==> src/inc/dbc_pkg.sv <==
// Package for the dual bridge chopping and fault controller.
// Assumes a single 250 MHz core clock; all times become cycle counts here.
package dbc_pkg;

   // ----------------------------------------------------------------------
   // Timing
   // ----------------------------------------------------------------------
   localparam int CLK_MHZ          = 250;
   localparam int PWM_FREQ_KHZ     = 50;
   localparam int PWM_PERIOD_CYC   = CLK_MHZ * 1000 / PWM_FREQ_KHZ;
   localparam int DEAD_NS          = 450;
   localparam int DEAD_CYC         = (DEAD_NS * CLK_MHZ + 999) / 1000;
   localparam int BLANK_NS         = 3750;
   localparam int BLANK_CYC        = (BLANK_NS * CLK_MHZ + 999) / 1000;
   localparam int DEGLITCH_NS      = 4000;
   localparam int DEGLITCH_CYC     = (DEGLITCH_NS * CLK_MHZ + 999) / 1000;
   localparam int RETRY_US_X100    = 135000;
   localparam int RETRY_CYC        = RETRY_US_X100 / 100 * CLK_MHZ;
   localparam int WAKE_US          = 1000;
   localparam int WAKE_CYC         = WAKE_US * CLK_MHZ;
   localparam int CNT_W            = 20;

   // Reset values.
   localparam logic [1:0] GATE_OFF = 2'h0;

   // ----------------------------------------------------------------------
   // Types
   // ----------------------------------------------------------------------
   typedef enum logic [1:0] {
      DBC_COAST   = 2'b00,
      DBC_FORWARD = 2'b01,
      DBC_REVERSE = 2'b10,
      DBC_BRAKE   = 2'b11
   } dbc_cmd_t;

   // Gate drive of one bridge: high side and low side of each leg.
   typedef struct packed {
      logic hs_first;
      logic ls_first;
      logic hs_second;
      logic ls_second;
   } dbc_gate_t;

   // Per-bridge sensed analog status, already digital comparator outputs.
   typedef struct packed {
      logic sense_trip;
      logic hs_limit;
      logic ls_limit;
   } dbc_sense_t;

endpackage

==> src/verilog/dbc_bridge.sv <==
// One H-bridge: command decode, current chopping, dead time, overcurrent.
// Assumes synchronised inputs and a pwm_start pulse common to both bridges.
`timescale 1ns/1ps
module dbc_bridge #(
   parameter int RETRY_CYCLES = dbc_pkg::RETRY_CYC
) (
   // Clock and reset
   input  wire logic                clk_in,
   input  wire logic                rst_n_in,
   // Control
   input  wire logic                run_in,
   input  wire logic                pwm_start_in,
   input  wire logic                bridge_ctrl_first_in,
   input  wire logic                bridge_ctrl_second_in,
   input  wire dbc_pkg::dbc_sense_t sense_in,
   // Results
   output      dbc_pkg::dbc_gate_t  gate_out,
   output      logic                ocp_fault_out
);
   import dbc_pkg::*;

   typedef enum logic [1:0] {
      DBC_ST_DRIVE = 2'b00,
      DBC_ST_DECAY = 2'b01,
      DBC_ST_OCP   = 2'b10
   } dbc_bst_t;

   dbc_bst_t          st_r, st_nxt;
   logic [CNT_W-1:0]  blank_r, blank_nxt;
   logic [CNT_W-1:0]  deg_r, deg_nxt;
   logic [CNT_W-1:0]  retry_r, retry_nxt;
   logic [CNT_W-1:0]  dead_r, dead_nxt;
   dbc_gate_t         want, gate_r, gate_nxt;
   dbc_cmd_t          cmd;

   // ----------------------------------------------------------------------
   // State and counters
   // ----------------------------------------------------------------------
   // Counters restart on every internal reset, so sleep clears them.
   always_comb begin
      cmd       = dbc_cmd_t'({bridge_ctrl_second_in, bridge_ctrl_first_in});
      st_nxt    = st_r;
      // Blanking reloads until the gates match the request, so the
      // window runs from the moment current flows; counting from the
      // state change would lose the dead time off the minimum on time.
      if (gate_r != want)
         blank_nxt = CNT_W'(BLANK_CYC);
      else
         blank_nxt = (blank_r != '0) ? blank_r - 1'b1 : blank_r;
      deg_nxt   = deg_r;
      retry_nxt = (retry_r != '0) ? retry_r - 1'b1 : retry_r;
      // Limit flags come from the FET limiters, not the sense pin.
      if ((sense_in.hs_limit || sense_in.ls_limit) && st_r != DBC_ST_OCP)
         deg_nxt = deg_r + 1'b1;
      else
         deg_nxt = '0;
      unique case (st_r)
         DBC_ST_DRIVE: begin
            // Trip only after the blanking window; it is also min on time.
            if (blank_r == '0 && sense_in.sense_trip &&
                (cmd == DBC_FORWARD || cmd == DBC_REVERSE))
               st_nxt = DBC_ST_DECAY;
         end
         DBC_ST_DECAY: begin
            if (pwm_start_in) begin
               st_nxt    = DBC_ST_DRIVE;
               blank_nxt = CNT_W'(BLANK_CYC);
            end
         end
         DBC_ST_OCP: begin
            if (retry_r == '0) begin
               st_nxt    = DBC_ST_DRIVE;
               blank_nxt = CNT_W'(BLANK_CYC);
            end
         end
         default: st_nxt = DBC_ST_DRIVE;
      endcase
      if (deg_r >= CNT_W'(DEGLITCH_CYC)) begin
         st_nxt    = DBC_ST_OCP;
         retry_nxt = CNT_W'(RETRY_CYCLES);
         deg_nxt   = '0;
      end
      if (!run_in) begin
         st_nxt    = DBC_ST_DRIVE;
         blank_nxt = CNT_W'(BLANK_CYC);
      end
   end

   // ----------------------------------------------------------------------
   // Gate request and dead time
   // ----------------------------------------------------------------------
   // A leg switching sides passes through all-off for the dead time.
   always_comb begin
      want = '0;
      if (run_in && st_r == DBC_ST_DECAY)
         want = '{hs_first:1'b0, ls_first:1'b1,
                  hs_second:1'b0, ls_second:1'b1};
      else if (run_in && st_r == DBC_ST_DRIVE) begin
         unique case (cmd)
            DBC_COAST:   want = '0;
            DBC_FORWARD: want = '{1'b1, 1'b0, 1'b0, 1'b1};
            DBC_REVERSE: want = '{1'b0, 1'b1, 1'b1, 1'b0};
            DBC_BRAKE:   want = '{1'b0, 1'b1, 1'b0, 1'b1};
         endcase
      end
      gate_nxt = gate_r;
      dead_nxt = (dead_r != '0) ? dead_r - 1'b1 : dead_r;
      if (want != gate_r) begin
         // Turning off is immediate; turning on waits out the dead time.
         if ((want & gate_r) != gate_r) begin
            gate_nxt = want & gate_r;
            dead_nxt = CNT_W'(DEAD_CYC);
         end else if (dead_r == '0)
            gate_nxt = want;
      end
   end

   // OVERCURRENT_GUARD shuts this bridge only; the sibling instance is untouched.
   always_ff @(posedge clk_in or negedge rst_n_in) begin
      if (!rst_n_in) begin
         st_r    <= DBC_ST_DRIVE;
         blank_r <= CNT_W'(BLANK_CYC);
         deg_r   <= '0;
         retry_r <= '0;
         dead_r  <= '0;
         gate_r  <= '0;
      end else begin
         st_r    <= st_nxt;
         blank_r <= blank_nxt;
         deg_r   <= deg_nxt;
         retry_r <= retry_nxt;
         dead_r  <= dead_nxt;
         gate_r  <= gate_nxt;
      end
   end

   assign gate_out      = gate_r;
   assign ocp_fault_out = (st_r == DBC_ST_OCP);

endmodule

==> src/verilog/dbc_top.sv <==
// Top of the dual bridge chopping and fault controller.
// Assumes pins and analog comparators are asynchronous; one 250 MHz clock.
`timescale 1ns/1ps
module dbc_top #(
   parameter int WAKE_CYCLES  = dbc_pkg::WAKE_CYC,
   parameter int RETRY_CYCLES = dbc_pkg::RETRY_CYC
) (
   // Clock and reset
   input  wire logic                clk_in,
   input  wire logic                arst_n_in,
   // Host pins
   input  wire logic                low_power_request_n_in,
   input  wire logic [1:0]          bridge_ctrl_first_in,
   input  wire logic [1:0]          bridge_ctrl_second_in,
   // Analog comparator results: per bridge, then chip-wide heat and supply
   input  wire dbc_pkg::dbc_sense_t sense_in [2],
   input  wire logic                overtemp_shutdown_in,
   input  wire logic                supply_low_lockout_in,
   // Gate drive and alert
   output      dbc_pkg::dbc_gate_t  gate_out [2],
   output      logic                pump_enable_out,
   output      logic                protection_alert_out_n
);
   import dbc_pkg::*;

   // ----------------------------------------------------------------------
   // Reset release
   // ----------------------------------------------------------------------
   logic [1:0] rst_sync_r;
   always_ff @(posedge clk_in or negedge arst_n_in) begin
      if (!arst_n_in)
         rst_sync_r <= 2'h0;
      else
         rst_sync_r <= {rst_sync_r[0], 1'b1};
   end
   wire rst_n = rst_sync_r[1];

   // ----------------------------------------------------------------------
   // Input synchronisers
   // ----------------------------------------------------------------------
   localparam int SYN_W = 1 + 2 + 2 + 6 + 2;
   logic [SYN_W-1:0] syn1_r, syn2_r;
   wire  [SYN_W-1:0] raw = {low_power_request_n_in, bridge_ctrl_first_in,
                            bridge_ctrl_second_in, sense_in[1], sense_in[0],
                            overtemp_shutdown_in, supply_low_lockout_in};
   always_ff @(posedge clk_in or negedge rst_n) begin
      if (!rst_n) begin
         syn1_r <= '0;
         syn2_r <= '0;
      end else begin
         syn1_r <= raw;
         syn2_r <= syn1_r;
      end
   end
   wire        awake_s  = syn2_r[12];
   wire  [1:0] first_s  = syn2_r[11:10];
   wire  [1:0] second_s = syn2_r[9:8];
   dbc_sense_t sens_s [2];
   assign sens_s[1] = syn2_r[7:5];
   assign sens_s[0] = syn2_r[4:2];
   wire        hot_s    = syn2_r[1];
   wire        supply_low_lockout_s   = syn2_r[0];

   // ----------------------------------------------------------------------
   // Internal reset: sleep or lockout holds the core logic in reset
   // ----------------------------------------------------------------------
   // Sleep and lockout reset the core, asynchronously in the bridges and synchronously in the wake timer and divider; this
   // models stopped clocks without gating the real clock.
   wire core_rst_n = rst_n & awake_s & ~supply_low_lockout_s;

   // ----------------------------------------------------------------------
   // Wake timer and PWM divider
   // ----------------------------------------------------------------------
   logic [CNT_W-1:0] wake_r, wake_nxt;
   logic [CNT_W-1:0] pwm_r, pwm_nxt;
   logic             run_r, run_nxt;
   logic             pwm_start;

   always_comb begin
      wake_nxt  = wake_r;
      run_nxt   = run_r;
      pwm_nxt   = pwm_r;
      pwm_start = 1'b0;
      if (!core_rst_n) begin
         wake_nxt = CNT_W'(WAKE_CYCLES);
         run_nxt  = 1'b0;
         pwm_nxt  = '0;
      end else begin
         if (wake_r != '0)
            wake_nxt = wake_r - 1'b1;
         else
            run_nxt = 1'b1;
         if (pwm_r == CNT_W'(PWM_PERIOD_CYC - 1)) begin
            pwm_nxt   = '0;
            pwm_start = 1'b1;
         end else
            pwm_nxt = pwm_r + 1'b1;
      end
   end

   always_ff @(posedge clk_in or negedge rst_n) begin
      if (!rst_n) begin
         wake_r <= '0;
         run_r  <= 1'b0;
         pwm_r  <= '0;
      end else begin
         wake_r <= wake_nxt;
         run_r  <= run_nxt;
         pwm_r  <= pwm_nxt;
      end
   end

   // ----------------------------------------------------------------------
   // Bridges
   // ----------------------------------------------------------------------
   // Commands are gated by run; asleep the bridges sit in reset, so nothing is heeded.
   dbc_gate_t br_gate [2];
   logic [1:0] br_ocp;
   wire        bridge_run = run_r & ~hot_s;

   for (genvar b = 0; b < 2; b++) begin : g_br
      dbc_bridge #(
         .RETRY_CYCLES          (RETRY_CYCLES)
      ) u_br (
         .clk_in                (clk_in),
         .rst_n_in              (core_rst_n),
         .run_in                (bridge_run),
         .pwm_start_in          (pwm_start),
         .bridge_ctrl_first_in  (first_s[b]),
         .bridge_ctrl_second_in (second_s[b]),
         .sense_in              (sens_s[b]),
         .gate_out              (br_gate[b]),
         .ocp_fault_out         (br_ocp[b])
      );
   end

   // ----------------------------------------------------------------------
   // Output registers
   // ----------------------------------------------------------------------
   // Lockout pulls the alert low even though the core is in reset.
   dbc_gate_t gate_r [2];
   logic      pump_r;
   logic      alert_n_r;
   logic      alert_n_nxt;

   always_comb begin
      alert_n_nxt = 1'b1;
      if (supply_low_lockout_s && rst_n)
         alert_n_nxt = 1'b0;
      else if (core_rst_n && (hot_s || br_ocp != 2'h0))
         alert_n_nxt = 1'b0;
   end

   always_ff @(posedge clk_in or negedge rst_n) begin
      if (!rst_n) begin
         gate_r[0] <= '0;
         gate_r[1] <= '0;
         pump_r    <= 1'b0;
         alert_n_r <= 1'b1;
      end else begin
         // All FETs off in sleep gives the high impedance output.
         gate_r[0] <= core_rst_n ? br_gate[0] : '0;
         gate_r[1] <= core_rst_n ? br_gate[1] : '0;
         pump_r    <= core_rst_n;
         alert_n_r <= alert_n_nxt;
      end
   end

   assign gate_out[0]            = gate_r[0];
   assign gate_out[1]            = gate_r[1];
   assign pump_enable_out        = pump_r;
   assign protection_alert_out_n = alert_n_r;

endmodule

==> config.mk <==
export PLATFORM = sky130hd
export DESIGN_NAME = dbc_top
export DESIGN_NICKNAME = d
export VERILOG_FILES = /design/src/inc/dbc_pkg.sv /design/src/verilog/dbc_bridge.sv /design/src/verilog/dbc_top.sv
export SDC_FILE = /design/constraint.sdc
export NUM_CORES = 1
export LEC_CHECK = 0
export ABC_AREA = 1
export ABC_CLOCK_PERIOD_IN_PS = 12300
export BUFFER_PORTS_ARGS = -buffer_cell sky130_fd_sc_hd__buf_2
export CORE_ASPECT_RATIO = 1.5
export CORE_MARGIN = 3
export CORE_UTILIZATION = 37
export CTS_BUF_LIST = sky130_fd_sc_hd__clkbuf_4 sky130_fd_sc_hd__clkbuf_8
export CTS_CLUSTER_DIAMETER = 60
export DETAILED_ROUTE_END_ITERATION = 6
export PLACE_DENSITY = 0.52
export SYNTH_ARGS = -nofsm -noshare
export SYNTH_HDL_FRONTEND = slang
export SYNTH_SLANG_ARGS = --single-unit
==> constraint.sdc <==
create_clock -name clk_in -period 12.3 [get_ports clk_in]
set_input_delay 0 -clock clk_in [delete_from_list [all_inputs] [get_ports clk_in]]
set_output_delay 0 -clock clk_in [all_outputs]
set_load 0.01 [all_outputs]
# --- Word-level counts from Yosys, hierarchy flattened ---
# Cells that the tools add are included.
# Widths: inputs -> output; s select.
op_classes:
  div: 0
  n_addsub: 10
  reduce_logical: 43
  magnitude_cmp: 2
  n_eq_ne: 27
  bitwise_logic: 7
  muxes: 59
  shifts: 0
  multipliers: 0
ops:
  columns: ["operator", "n"]
  rows:
  - ["$mux 20", 28]
  - ["$reduce_bool 20->1", 7]
  - ["$sub 20x1->20 const B", 7]
  - ["$logic_not 20->1", 6]
  - ["$pmux 20 s2", 2]
  - ["$add 20x1->20 const B", 3]
  - ["$ge 20x10->1 const B", 2]
  - ["$mux 4", 10]
  - ["$pmux 4 s4", 2]
  - ["$ne 4x4->1", 6]
  - ["$eq 20x13->1 const B", 1]
  - ["$mux 2", 9]
  - ["$ne 4x4->1 const B", 4]
  - ["$eq 2x2->1 const B", 6]
  - ["$logic_and 1x1->1", 12]
  - ["$pmux 2 s3", 2]
  - ["$reduce_bool 2->1", 5]
  - ["$and 4x4->4", 2]
  - ["$eq 2x1->1 const B", 4]
  - ["$logic_not 2->1", 4]
  - ["$mux 1", 6]
  - ["$ne 2x2->1 const B", 3]
  - ["$reduce_and 3->1", 2]
  - ["$logic_or 1x1->1", 5]
  - ["other kinds (6)", 10]
word_totals:
  register_bits: 251
  romBits: 0
  ramBits: 0
  mem_count: 0
  out_inout_bits: 10
  latchBits: 0

# --- Logic depth before layout (Yosys ltp) ---
depth:
  depth_word: 10
  depth_mapped: 13

# --- Modules after synthesis ---
# A second synthesis with hierarchy kept.
unflattened:
  cells_unflattened: 1668
  area_unflattened_um2: 13623.1
modules_own_cells:
  columns: ["module", "seq_area_each_um2", "instances", "cells_each", "area_per_inst_um2"]
  rows:
  - ["dbc_bridge (g_br[0].u_br)", 2159.6, 1, 641, 5031.1]
  - ["dbc_bridge (g_br[1].u_br)", 2159.6, 1, 618, 5029.8]
  - ["dbc_top", 1978.1, 1, 409, 3562.2]

# --- Worst setup path before layout ---
# Ideal clock, no wire load.
synth_path:
  path_kind: "register -> register"
  startpoint: "register rst_sync_r[1]"
  endpoint: "register pwm_r[11]"
  setup_ns: 0.101
  slack_ns: 6.821
  t_required_ns: 12.199
  stages_incl_launch_ff: 7
  synth_period_minus_slack_ns: 5.479
  path_buffers: 2
  t_arrival_ns: 5.378
  cell_sequence: "dfrtp_1 nand2_1 nor2_1 buf_2 nand2_1 buf_2 nor4_1"
synth_between:
  elab_chain_cells: 3
synth_rtl:
  columns: ["item", "line_no", "rtl"]
  rows:
  - ["start, declared", "dbc_top.sv:29", "logic [1:0] rst_sync_r;"]
  - ["start signal, assigned", "dbc_top.sv:34", "rst_sync_r <= {rst_sync_r[0], 1'b1};"]
  - ["$and 1x1->1 (2 in a row)", "dbc_top.sv:69", "wire core_rst_n = rst_n & awake_s & ~supply_low_lockout_s;"]
  - ["via core_rst_n", "dbc_top.sv:69", null]
  - ["$mux 20", "dbc_top.sv:84", "if (!core_rst_n) begin"]
  - ["via pwm_nxt[11]", "dbc_top.sv:75", "logic [CNT_W-1:0] pwm_r, pwm_nxt;"]
  - ["end signal, assigned", "dbc_top.sv:109", "pwm_r <= pwm_nxt;"]
  - ["end, declared", "dbc_top.sv:75", null]
# The timed path passes the listed nets, and every way through them passes these cells.
# A chain may end at the register's enable or synchronous reset.

# --- Worst setup path after layout ---
layout_path:
  startpoint: "register rst_sync_r[1]"
  endpoint: "register g_br[0].u_br.blank_r[8]"
layout_between:
  elab_chain_cells: 6
layout_rtl:
  columns: ["item", "line_no", "rtl"]
  rows:
  - ["$and 1x1->1 (2 in a row)", "dbc_top.sv:69", null]
  - ["$mux 1", "dbc_top.sv:84", null]
  - ["$mux 20", "dbc_bridge.sv:65", "if (pwm_start_in) begin"]
  - ["$pmux 20 s2", "dbc_bridge.sv:57", "unique case (st_r)"]
  - ["$mux 20", "dbc_bridge.sv:83", "if (!run_in) begin"]
  - ["via g_br[0].u_br.blank_nxt[8]", "dbc_bridge.sv:29", "logic [CNT_W-1:0] blank_r, blank_nxt;"]
  - ["end signal, assigned", "dbc_bridge.sv:122", "blank_r <= CNT_W'(BLANK_CYC);"]
  - ["end signal, assigned", "dbc_bridge.sv:129", "blank_r <= blank_nxt;"]
  - ["end, declared", "dbc_bridge.sv:29", null]
# The timed path passes the listed nets, and every way through them passes these cells.

==> metrics.cfg <==
[synth]
yosys.cell_types.count = 49
ys_seq_area_share_pct = 48.1
yosysTopAreaCell = dfrtp_1
synthFlopType = dfrtp_1
postSynthRegisterBits = 251
netlist_instances = 1596
ys_warn_count = 0
synthTopCellsByArea = dfrtp_1, nor2_1, nand2_1
yosysMostFrequentCell = nor2_1
async_reset_ff_share_pct = 100
syn_area_mm2 = 0.0131
synth_top_area_share_pct = 45.5
synth_enable_flop_cells = 0
synthTopCellsByCount = nor2_1, nand2_1, dfrtp_1, inv_1, nand3_1
syn_avg_cell_area_um2 = 8.20

[power_and_ir_drop]
p_int_mw = 1.34
comb_power_share_pct = 2.0
pwr-share-seq_pct = 48.5
ir_drop_mv = 0.0998
p_sw_uw = 389
swShare_pct = 22.5
power.share.clock_pct = 49.4
leakagePower_nw = 7.18
power_density_mw_per_mm2 = 116

[min_path]
hp-class = in -> reg

[drt]
drc = 0
finalWirelength_um = 29900
routed_via_density = 4.71
vias = 10310
drt_iter0_drc = 505
first_pass_iters = 5
wl_per_cell_um = 13.6
final_antenna_net_count = 0

[sta]
setup_tns_ns = 0
period_minus_slack_ns = 3.45
final_hold_viol_count = 0
holdWs_ns = 0.0733
post-route-period-util_pct = 28.1
setup_viol = 0
fin_skew_ns = 0.0210
rsz0062_at_grt = false
slew_viol_final = 0
worstMarginPinSlew_ns = 1.01
max_freq_mhz = 290
maxSlewHeadroom_pct = 32.9

[final_layout]
drive_above_1_share_pct = 10.9
multiInputGateArea_mm2 = 0.00601
register_area_mm2 = 0.00630
postLayoutCoreUtil_pct = 43.3
fin_cells = 2189
diodes = 0
filler_cell_count = 3467
area_growth_pct = 14.3
nets = 1750

[floorplanning]
io_pins = 25
num_rows = 83
dieArea_mm2 = 0.0377
die_h_um = 236
coreArea_mm2 = 0.0346
die_x_um = 160
start_util_pct = 37.8

[critical_path]
cp_cell_sequence = nand2_1 -> nor2_4 -> buf_4 -> buf_4 -> inv_2 -> nor2_1 -> nand2_1 -> nand2_1 -> nand2_1 -> nand2_1
rrSetupSlack_ns = 8.85
cp_common_cell = nand2_1
worstPathMaxFanout = 69
cp_slowest_cell = buf_4
critPathMaxStageDelay_ns = 0.83
required_ns = 12.80
arrival_ns = 3.95
critPathBufInv = 3
worstSetupStartpoint = rst_sync_r[1]
endpoint_kind = register
cp_top_family = buffers and inverters
path_class = reg -> reg
cp.depth = 10
endpoint = g_br[0].u_br.blank_r[8]
rr_endpoint = g_br[0].u_br.blank_r[8]
startpoint_type = register
r2r-start = rst_sync_r[1]
worstRegToRegCells = 10

[placement]
port_buffers = 24
hpwl_um = 21300
globalplace.congestion = 0.857
dp_cells = 2094

[run]
cap_violations = 0

[clock_network]
htreeDepth = 2
clkLatencyLatePin_ns = 0.57
path_clk_slew_ns = 0.06
cts_tree = yes
cts.sinks = 251
cts_max_path_buffers = 3
cts_resized = 0
cts_setup_buffers = 0
cts_made_buffers = 43
cts-root-buf = clkbuf_8

[run_status]
status = completed

[global_route]
grt_pass1_vias = 10824
grt_remaining_overflow = 0
grt_max_degree = 79
grt_util_all_layers_pct = 16.1
antenna_found_initial = 0
grt_pass1_wl_um = 51100

==> worst min path at each step <==
stage / depth (start not counted) / end / slack, ns / startpoint
2_1_floorplan: 0 / rst_sync_r[0] / -0.30 / arst_n_in
3_3_place_gp: 1 / rst_sync_r[0] / -0.21 / arst_n_in
3_5_place_dp: 1 / rst_sync_r[1] / -0.21 / arst_n_in
4_1_cts: 2 / syn1_r[2] / 0.02 / sense_in[3]
5_1_grt: 2 / syn1_r[6] / 0.03 / sense_in[1]
6_report: 2 / syn1_r[2] / 0.07 / sense_in[3]
==> cell type report <==
| type | count | share of cell area, % |
|---|---|---|
| sequential | 251 | 42.1 |
| multi-input combinational | 1144 | 40.2 |
| clock buffer | 67 | 5.79 |
| inverter | 204 | 5.12 |
| tap | 467 | 3.91 |
| timing repair buffer | 43 | 2.01 |
| clock inverter | 13 | 0.886 |
==> power groups by stage <==
stage               Combinational [mW]  Clock, mW  Sequential (mW)
global placement                0.0333          0            0.855
global route                    0.0418      0.930            0.840
CTS                             0.0374      0.893            0.840
detailed placement              0.0335          0            0.855
floorplan                       0.0180          0            0.857
finish                          0.0354      0.855            0.840
==> worst reg2reg max path: stages (launching register included) <==
cell and delay [ns]:
dfrtp_4 0.40, nand2_1 0.10, nor2_4 0.10, buf_4 0.65, buf_4 0.84, inv_2 0.54
nor2_1 0.34, nand2_1 0.08, nand2_1 0.06, nand2_1 0.15, nand2_1 0.12
==> logic make-up (layout without fill, tap and decap cells) <==
family,count (synthesis),in the layout,share of synthesized area [%]
AOI/OAI and AO/OA,143,143,6.59
other,2,21,0.0574
DFF,251,251,48.1
xor gates and xnor gates,77,77,5.15
and+or+nand+nor,855,855,29.0
adders and majority gates,48,48,4.59
buffers and inverters,220,327,6.53
==> placed cells by master, fill, tap and decap left out, types with 41 or more instances in the layout <==
master / n
o21ai_0: 41
nand3_1: 117
nor2_1: 316
a21oi_1: 49
inv_1: 196
dfrtp_1: 237
clkbuf_8: 58
ha_1: 48
nor3_1: 58
nand2_1: 256
xor2_1: 58
==> per-stage QoR <==
step / instance area [um2] / worst slack [ns] / power [mW]
2_1_floorplan: 13200 / 6.82 / 0.875
3_3_place_gp: 13800 / 8.71 / 0.888
3_5_place_dp: 13800 / 8.62 / 0.889
4_1_cts: 15000 / 8.59 / 1.77
5_1_grt: 15000 / 8.30 / 1.81
6_report: 15000 / 8.85 / 1.73
==> sequential cells by signal (all words and copies together) (netlist names), 8 cells and up <==
signal and cells:
wake_r 20, g_br.u_br.dead_r 40, syn1_r 13, g_br.u_br.blank_r 40
g_br.u_br.deg_r 40, pwm_r 20, gate_out 8, g_br.u_br.gate_out 8
g_br.u_br.retry_r 40, syn2_r 13
==> layer usage <==
metal	GRT usage (%)	vias to the layer above	share of wire, %
met5	0	-	0
met4	5.39	0	2.6
met3	2.67	56	2.9
met2	31.1	126	54
met1	17.7	4841	41
li1	-	5287	-
==> what timing repair did <==
| item | in CTS | in global routing |
|---|---|---|
| hold buffers | 15 | 0 |
| hold endpoints to repair | 15 | 0 |
| setup endpoints to repair | 0 | 0 |
Note: power is estimated with default switching activity, not from simulation.
